`config.mk`:
```
export PLATFORM = sky130hd
export DESIGN_NAME = prg_port
export DESIGN_NICKNAME = d
export VERILOG_FILES = /design/src/common/prg_pkg.sv /design/src/design/prg_port.sv
export SDC_FILE = /design/constraint.sdc
export NUM_CORES = 1
export LEC_CHECK = 0
export BUFFER_PORTS_ARGS = -buffer_cell sky130_fd_sc_hd__buf_2
export CORE_AREA = 2 2 98 100
export CTS_BUF_LIST = sky130_fd_sc_hd__clkbuf_4 sky130_fd_sc_hd__clkbuf_8
export DETAILED_ROUTE_END_ITERATION = 10
export DIE_AREA = 0 0 100 102
export SLEW_MARGIN = 5
export SYNTH_ARGS = -nofsm -noshare
export SYNTH_HDL_FRONTEND = slang
export SYNTH_SLANG_ARGS = --single-unit
export TNS_END_PERCENT = 50
```
`constraint.sdc`:
```
create_clock -name ref_clk -period 3.6 [get_ports ref_clk]
set_input_delay 0.18 -clock ref_clk [delete_from_list [all_inputs] [get_ports ref_clk]]
set_output_delay 0.18 -clock ref_clk [all_outputs]
set_load 0.02 [all_outputs]
```
`src/common/prg_pkg.sv`:
```
// Package for the port register block: register addresses, reset values, carriers.
// Assumes an 8-bit peripheral bus with a 16-bit byte address from the CPU core.
package prg_pkg;

    // Register byte addresses on the peripheral bus
    localparam logic [15:0] ADDR_OUTPUT_LATCH   = 16'hFFD6;
    localparam logic [15:0] ADDR_DIRECTION_SEL  = 16'hFFE6;
    localparam logic [15:0] ADDR_RELOAD_COUNT   = 16'hFFB8;

    // Values after reset and fixed read answers
    localparam logic [7:0]  LATCH_RESET         = 8'h00;
    localparam logic [7:0]  DIRECTION_RESET     = 8'h00;
    localparam logic [7:0]  RELOAD_RESET        = 8'h00;
    localparam logic [7:0]  WRITE_ONLY_READ     = 8'hFF;
    localparam logic [7:0]  UNMAPPED_READ       = 8'hFF;
    localparam logic [7:0]  READ_DATA_RESET     = 8'h00;

    // Counter top; passing it reloads the counter from the reload register
    localparam logic [7:0]  COUNT_TOP           = 8'hFF;

    // One peripheral bus request
    typedef struct packed {
        logic        rd;
        logic        wr;
        logic [15:0] addr;
        logic [7:0]  wdata;
    } prg_req_type;

    // Pin drive of the whole port
    typedef struct packed {
        logic [7:0] level;
        logic [7:0] enable;
    } prg_pin_type;

endpackage

```
`src/design/prg_port.sv`:
```
// Eight-pin port with output latch, write-only direction register and a
// reloadable counter whose reload register shares the counter's address.
// Assumes the CPU core issues byte accesses, one per cycle, synchronous to ref_clk.
// Limitation: no reset values are given, so every register clears to zero.
// A bit instruction at the shared counter address may disturb other reload bits.
//
// Overview of operation
// - Shared address reads running count; writes load the reload register.
// - Data read returns pin level for inputs, latch value for outputs.
// - Output pin drives its latch bit level.
// - Direction register is write-only; reads return all ones.
// - Direction bit one makes pin output, zero makes it input.
// - Register bit n belongs to pin n.
// - Data latch writes and pin reads share one address.
`timescale 1ns/100ps

module prg_port
(
    input  wire logic                 ref_clk,
    input  wire logic                 rst,
    input  wire prg_pkg::prg_req_type bus_req,
    output logic [7:0]                bus_rdata,
    input  wire logic [7:0]           pin_in,
    output logic [7:0]                pin_out,
    output logic [7:0]                pin_oe
);

    logic [7:0] port_output_latch_ff;
    logic [7:0] port_direction_select_ff;
    logic [7:0] reload_ff;
    logic [7:0] count_ff;
    logic [7:0] rdata_ff;
    logic [7:0] nxt_rdata;
    logic [7:0] live_read;
    logic       hit_latch;
    logic       hit_dir;
    logic       hit_cnt;

    // Address decode; a word access from the core only lands its upper byte here
    always_comb
    begin
        hit_latch = (bus_req.addr == prg_pkg::ADDR_OUTPUT_LATCH);
        hit_dir   = (bus_req.addr == prg_pkg::ADDR_DIRECTION_SEL);
        hit_cnt   = (bus_req.addr == prg_pkg::ADDR_RELOAD_COUNT);
    end

    // Output latch takes every write, whatever the pin direction
    always_ff @(posedge ref_clk)
    begin
        if (rst)
            port_output_latch_ff <= prg_pkg::LATCH_RESET;
        else if (bus_req.wr && hit_latch)
            port_output_latch_ff <= bus_req.wdata;
    end

    // Direction register; a whole byte reconfigures all pins at once
    always_ff @(posedge ref_clk)
    begin
        if (rst)
            port_direction_select_ff <= prg_pkg::DIRECTION_RESET;
        else if (bus_req.wr && hit_dir)
            port_direction_select_ff <= bus_req.wdata;
    end

    // Reload register written at the shared address; counter never written directly
    always_ff @(posedge ref_clk)
    begin
        if (rst)
            reload_ff <= prg_pkg::RELOAD_RESET;
        else if (bus_req.wr && hit_cnt)
            reload_ff <= bus_req.wdata;
    end

    // Up counter reloading on overflow; keeps running so reads may differ from reload
    always_ff @(posedge ref_clk)
    begin
        if (rst)
            count_ff <= prg_pkg::RELOAD_RESET;
        else if (count_ff == prg_pkg::COUNT_TOP)
            count_ff <= reload_ff;
        else
            count_ff <= count_ff + 8'h01;
    end

    // Per-pin read mux: input pins show the pin, output pins the latch
    genvar gi;
    generate
        for (gi = 0; gi < 8; gi++)
        begin : g_pin
            assign live_read[gi] = port_direction_select_ff[gi] ?
                                   port_output_latch_ff[gi] : pin_in[gi];

            // Each pin drives its own latch bit, enabled by its own direction bit
            a_pin_bit_level: assert property (@(posedge ref_clk) disable iff (rst)
                pin_out[gi] == $past(port_output_latch_ff[gi]))
                else $error("pin level bit not its latch bit");

            a_pin_bit_enable: assert property (@(posedge ref_clk) disable iff (rst)
                pin_oe[gi] == $past(port_direction_select_ff[gi]))
                else $error("pin enable bit not its direction bit");
        end
    endgenerate

    // Read data, registered; unmapped addresses read all ones
    always_comb
    begin
        nxt_rdata = rdata_ff;
        if (bus_req.rd)
        begin
            if (hit_latch)
                nxt_rdata = live_read;
            else if (hit_dir)
                nxt_rdata = prg_pkg::WRITE_ONLY_READ;
            else if (hit_cnt)
                nxt_rdata = count_ff;
            else
                nxt_rdata = prg_pkg::UNMAPPED_READ;
        end
    end

    // Read data register keeps its value between reads
    always_ff @(posedge ref_clk)
    begin
        if (rst)
            rdata_ff <= prg_pkg::READ_DATA_RESET;
        else
            rdata_ff <= nxt_rdata;
    end

    assign bus_rdata = rdata_ff;

    // Pin drive registered so the outputs come straight from flops
    always_ff @(posedge ref_clk)
    begin
        if (rst)
        begin
            pin_out <= prg_pkg::LATCH_RESET;
            pin_oe  <= prg_pkg::DIRECTION_RESET;
        end
        else
        begin
            pin_out <= port_output_latch_ff;
            pin_oe  <= port_direction_select_ff;
        end
    end

    // Assertions
    a_dir_reads_ones: assert property (@(posedge ref_clk) disable iff (rst)
        bus_req.rd && hit_dir |=> bus_rdata == 8'hFF)
        else $error("direction read not all ones");

    a_data_read_mix: assert property (@(posedge ref_clk) disable iff (rst)
        bus_req.rd && hit_latch |=> bus_rdata ==
        (($past(port_direction_select_ff) & $past(port_output_latch_ff)) |
         (~$past(port_direction_select_ff) & $past(pin_in))))
        else $error("data read mix wrong");

    a_pin_follows_latch: assert property (@(posedge ref_clk) disable iff (rst)
        bus_req.wr && hit_latch ##1 !(bus_req.wr && hit_latch)
        |=> pin_out == $past(bus_req.wdata, 2))
        else $error("pin level not latch value");

    a_dir_sets_oe: assert property (@(posedge ref_clk) disable iff (rst)
        bus_req.wr && hit_dir ##1 !(bus_req.wr && hit_dir)
        |=> pin_oe == $past(bus_req.wdata, 2))
        else $error("output enable not direction");

    a_latch_any_dir: assert property (@(posedge ref_clk) disable iff (rst)
        bus_req.wr && hit_latch |=> port_output_latch_ff == $past(bus_req.wdata))
        else $error("latch write lost");

    a_shared_write: assert property (@(posedge ref_clk) disable iff (rst)
        bus_req.wr && hit_cnt |=> reload_ff == $past(bus_req.wdata)
        && count_ff == (($past(count_ff) == prg_pkg::COUNT_TOP) ?
                        $past(reload_ff) : $past(count_ff) + 8'h01))
        else $error("shared address write went to counter");

    a_shared_read: assert property (@(posedge ref_clk) disable iff (rst)
        bus_req.rd && hit_cnt |=> bus_rdata == $past(count_ff))
        else $error("shared address read not count");

    // Write lands in the latch, then a read at the same address serves it back on output pins, pin levels on inputs
    a_same_address: assert property (@(posedge ref_clk) disable iff (rst)
        bus_req.wr && hit_latch ##1 !bus_req.wr ##1 bus_req.rd && hit_latch
        |=> bus_rdata == (($past(port_direction_select_ff) & $past(bus_req.wdata, 3)) |
        (~$past(port_direction_select_ff) & $past(pin_in))))
        else $error("latch write not seen by read at same address");

    // Registers only move on a write to their own address
    a_latch_holds: assert property (@(posedge ref_clk) disable iff (rst)
        !(bus_req.wr && hit_latch) |=> $stable(port_output_latch_ff))
        else $error("latch changed without write");

    a_dir_holds: assert property (@(posedge ref_clk) disable iff (rst)
        !(bus_req.wr && hit_dir) |=> $stable(port_direction_select_ff))
        else $error("direction changed without write");

    a_reload_holds: assert property (@(posedge ref_clk) disable iff (rst)
        !(bus_req.wr && hit_cnt) |=> $stable(reload_ff))
        else $error("reload changed without write");

    // Read data stands until the next read
    a_rdata_stands: assert property (@(posedge ref_clk) disable iff (rst)
        !bus_req.rd |=> $stable(bus_rdata))
        else $error("read data moved without read");

    // Unmapped reads answer all ones so a stray access never looks like a pin
    a_unmapped_ones: assert property (@(posedge ref_clk) disable iff (rst)
        bus_req.rd && !hit_latch && !hit_dir && !hit_cnt
        |=> bus_rdata == prg_pkg::UNMAPPED_READ)
        else $error("unmapped read not all ones");

    // Counter runs on its own between reloads
    a_count_runs: assert property (@(posedge ref_clk) disable iff (rst)
        count_ff != prg_pkg::COUNT_TOP |=> count_ff == $past(count_ff) + 8'h01)
        else $error("counter did not advance");

endmodule

```
=== After elaboration in Yosys (flattened, before gate mapping) ===
Index checks and enable logic that the tools add are counted.

* Logic and storage cells: 27
* Bits of input ports: 36
* Flip-flop bits (word level): 56

* Eq/ne operators: 4
* Mux-type cells: 12
* Reductions and logical operators: 3
* Add/subtract/negate cells: 1

{| class="wikitable"
|+ Operators with widths
! cell !! count
|-
| 16-bit == test, second input constant || 3
|-
| 8-bit two-way mux || 4
|-
| 8-bit by 1-bit adder with 8-bit output, second input constant || 1
|-
| 8-bit == test, second input constant || 1
|-
| 1-bit two-way mux || 8
|-
| 1-bit logical AND || 3
|}

=== Depth between registers and ports, before layout ===
* Word-level depth: 4
* Mapped depth: 7
* Depth with buffers taken out: 5

=== Worst setup path before layout ===
OpenSTA, ideal clock, no wires.

* Path kind: input -> register
* From: input bus_req[22] in the netlist's numbering
* To: register rdata_ff[5] (netlist: bus_rdata[5])
* Path slack: 2056 ps
* Required time: 3466 ps
* Arrival time: 1410 ps
* Setup time: 134 ps
* Cell stages on the path: 6
* Path through: nand4_1 or4_1 buf_2 buf_6 a2111oi_4 nor4_1

* Word-level cells in the longest chain between the ends: 4

{| class="wikitable"
|+ RTL lines
! item !! line !! RTL
|-
| start, declared || prg_port.sv:21 || <nowiki>input wire prg_pkg::prg_req_type bus_req,</nowiki>
|-
| 16-bit == test || prg_port.sv:44 || <nowiki>hit_cnt = (bus_req.addr == prg_pkg::ADDR_RELOAD_COUNT);</nowiki>
|-
| 8-bit two-way mux || prg_port.sv:114 || <nowiki>else if (hit_cnt)</nowiki>
|-
| 8-bit two-way mux || prg_port.sv:112 || <nowiki>else if (hit_dir)</nowiki>
|-
| 8-bit two-way mux * || prg_port.sv:110 || <nowiki>if (hit_latch)</nowiki>
|-
| end signal, assigned || prg_port.sv:125 || <nowiki>rdata_ff <= prg_pkg::READ_DATA_RESET;</nowiki>
|-
| end signal, assigned || prg_port.sv:127 || <nowiki>rdata_ff <= nxt_rdata;</nowiki>
|-
| end, declared || prg_port.sv:32 || <nowiki>logic [7:0] rdata_ff;</nowiki>
|}

Mark *: on every way between the ends. The rest lies on a longest branch, timed or not.
A chain may end at the register's enable or synchronous reset.

=== Final worst setup path ===
* From: input bus_req[15] in the netlist's numbering
* To: register port_direction_select_ff[6]

* Word-level cells in the longest chain between the ends: 2

{| class="wikitable"
|+ RTL lines
! item !! line !! RTL
|-
| 16-bit == test || prg_port.sv:43 || <nowiki>hit_dir = (bus_req.addr == prg_pkg::ADDR_DIRECTION_SEL);</nowiki>
|-
| 1-bit logical AND || prg_port.sv:61 || <nowiki>else if (bus_req.wr && hit_dir)</nowiki>
|-
| end signal, assigned || prg_port.sv:60 || <nowiki>port_direction_select_ff <= prg_pkg::DIRECTION_RESET;</nowiki>
|-
| end signal, assigned || prg_port.sv:62 || <nowiki>port_direction_select_ff <= bus_req.wdata;</nowiki>
|-
| end, declared || prg_port.sv:29 || <nowiki>logic [7:0] port_direction_select_ff;</nowiki>
|}

Every way passes these cells.

==> summary.md <==
| Metric | Value |
|---|---|
| Synth area leader | dfxtp_1 |
| Async SR Flop Fraction | 0% |
| Hold WC Path Type | primary input to register |
| Core Region | 9110 um2 |
| Worst slew margin | a little under a third |
| Hold Vio Cnt, Final | 0 |
| Synthesized area | roughly 2300 um2 |
| 1st-iter DRT viols | ~110 |
| GP Congestion | between 0.7 and 0.8 |
| Cts hold-fix bufs | 0 |
| DIE WIDTH | ~100 um |
| Post_cts resized | 0 |
| DRC violations left | 0 |
| Area added between synthesis and finish | 19.9% |
| WS Path Type | primary input to register |
| FMAX | 0.531 GHz |
| CTS Buf Count | 5 |
| Final slew viol count | 0 |
| Tmin final | 1.88 ns |
| Clk_lat worst skew | approximately 0.32 ns |
| Clock transition at path regs | ~0.1 ns |
| Fin nets | about 330 |
| First-pass GRT wire length | approximately 9100 um |
| Max IR drop VDD | 0.000208 V |
| Post-route ant nets | 0 |
| Vias/cell | 4.71 |
| Dpl cells | 394 |
| RSZ-0062 raised after global routing | false |
| IO Pins | 60 |
| H-tree depth | 2 |
| Final period utilization | a little over half |
| Vias in the first global route | roughly 1.8k |
| Design Power | approximately 1.1 mW |
| Critical Path Fanout Max | 11 |
| Gr ovfl total | 0 |
| Ratio of cells with drive above 1 in the final layout | a little over a quarter |
| Top cells by area, synth | dfxtp_1, mux2i_1, nand2_1 |
| Total routed wirelength | ~5600 um |
| Cell variety after synth | 32 |
| Lkg Pwr | around 1.3 nW |
| # port buffers | 59 |
| Fin cells | about 400 |
| Height of the die | a little over 100 um |
| # rows | 35 |
| Synth Register Bits | 56 |
| Synth Instances | 238 |
| Worst-Margin Slew | slightly above 1 ns |
| Number of synthesized flops with an enable pin | 0 |
| GRT Overall Usage | roughly 11% |
| CTS tree | built |
| Postcts setup bufs | 0 |
| Clk sinks | 56 |
| Top cells by count, synth | dfxtp_1, nand2_1, inv_1 |
| Initial antenna violation count | 0 |
| Root Buffer | clkbuf_8 |
| Largest net degree at the start of global routing | 35 |
| Clk_skew | between 0.008 and 0.009 ns |
| Synth warn | 0 |
| Area share of the largest cell type after synthesis | between 40 and 50% |
| Hpwl dp | between 4000 and 5000 um |
| DR vias | between 1.5k and 2k |
| Power per cell area | approximately 400 nW/um2 |
| Seq/Total Area, Yosys | between 40% and 50% |
| MaxCap Viol Count | 0 |
| Ys flop type | dfxtp_1 |
| Final count of negative-setup-slack endpoints | 0 |
| CP arrival | just over 2 ns |
| Initial cell density of the core | between 20% and 30% |
| Drt wl/cell | 14.0 um |
| Crit path capture type | register |
| Drt first pass iters | 4 |
| Setup TNS | 0 ns |
| Final Util | 29.7% |
| Worst path required time | between 3 and 4 ns |
| Most common cell in the synthesized netlist | dfxtp_1 |
| Post-Syn Nets | approximately 280 |
| Die Area | slightly above 10000 um2 |
| Synth Area per Inst | about 9.5 um2 |
| Clock Tree Buf Depth | 2 |
| Critical path startpoint category | primary input |
| Status | completed |
| Ant diodes | 0 |
| Fill cells | slightly below 1k |
==> worst max-delay path: stages <==
cell and delay [ns]:
buf_2 0.08, and3_1 0.15, nand4_1 0.48, or4_1 0.95, mux2i_1 0.21
==> layout make-up <==
cell class	count	area [um2]	area share (%)
timing repair buffer	59	295	10.9
tap	111	139	5.14
sequential	56	1120	41.5
clock inverter	3	25.0	0.925
multi-input combinational	149	983	36.4
clock buffer	5	68.8	2.55
inverter	19	71.3	2.64
==> where the power goes <==
| part | internal, mW | switching [mW] |
|---|---|---|
| combinational | 0.0303 | 0.0439 |
| clock | 0.142 | 0.218 |
| sequential | 0.628 | 0.00712 |
| total | 0.801 | 0.269 |
==> cells by family (layout without fill, tap and decap cells) <==
kind of cell | after synthesis | count (layout) | share of synthesized area, %
buffers and inverters | 33 | 86 | 6.71
adder cells (fa/ha/maj) | 1 | 1 | 0.555
flip-flops | 56 | 56 | 49.7
multiplexers | 17 | 17 | 7.54
AND/OR/NAND/NOR | 102 | 102 | 23.4
AO/OA/AOI/OAI | 25 | 25 | 10.5
XOR/XNOR | 4 | 4 | 1.55
==> metal layers <==
metal | global-route usage [%] | wire length, um
met1 | 16.6 | 2830
met2 | 16.9 | 2400
met3 | 2.46 | 353
met4 | 2.85 | 62
met5 | 0 | 0
==> registers in the layout, indices dropped and copies added, names as in the netlist <==
name                      flops
bus_rdata                     8
port_direction_select_ff      8
count_ff                      8
pin_oe                        8
port_output_latch_ff          8
pin_out                       8
reload_ff                     8
==> cell usage in the layout (no fill, tap or decap), drive strengths merged <==
cell / synthesis / final
dfxtp: 56 / 56
a31o: 9 / 9
nor2b: 8 / 8
xor2: 2 / 2
nor4b: 1 / 1
a211oi: 3 / 3
ha: 1 / 1
nor4: 16 / 16
or2: 1 / 1
a21oi: 4 / 4
nand4b: 1 / 1
clkbuf: 6 / 5
a2111oi: 8 / 8
nand2: 32 / 32
and3: 3 / 3
nand4: 3 / 3
o311ai: 1 / 1
mux2i: 17 / 17
inv: 19 / 21
clkinvlp: 0 / 1
xnor2: 2 / 2
nor3: 11 / 11
or3: 2 / 2
or4: 2 / 2
buf: 8 / 59
nand3b: 2 / 2
nor2: 15 / 15
nand3: 5 / 5
==> final timing paths <==
| check | cells after the start | slack (ns) | start | to |
|---|---|---|---|---|
| setup / recovery | 5 | 1.72 | bus_req[15] | port_direction_select_ff[6]$_SDFFE_PP0P_ |
| hold / removal | 3 | 0.19 | bus_req[4] | port_direction_select_ff[4]$_SDFFE_PP0P_ |
| setup reg to reg | 5 | 2.03 | count_ff[0]$_SDFF_PP0_ | count_ff[7]$_SDFF_PP0_ |
| hold reg to reg | 2 | 0.46 | port_output_latch_ff[7]$_SDFFE_PP0P_ | pin_out[7]$_SDFF_PP0_ |
==> through the flow <==
| step | hold slack [ns] | instance area [um2] | setup slack, ns |
|---|---|---|---|
| finish | 0.186 | 2700 | 1.72 |
| global route | 0.182 | 2700 | 1.60 |
| CTS | 0.173 | 2700 | 1.74 |
| detailed placement | 0.449 | 2610 | 1.41 |
| global placement | 0.446 | 2610 | 1.43 |
| floorplan | 0.365 | 2260 | 2.06 |
Power figures use the tool's default switching activity.
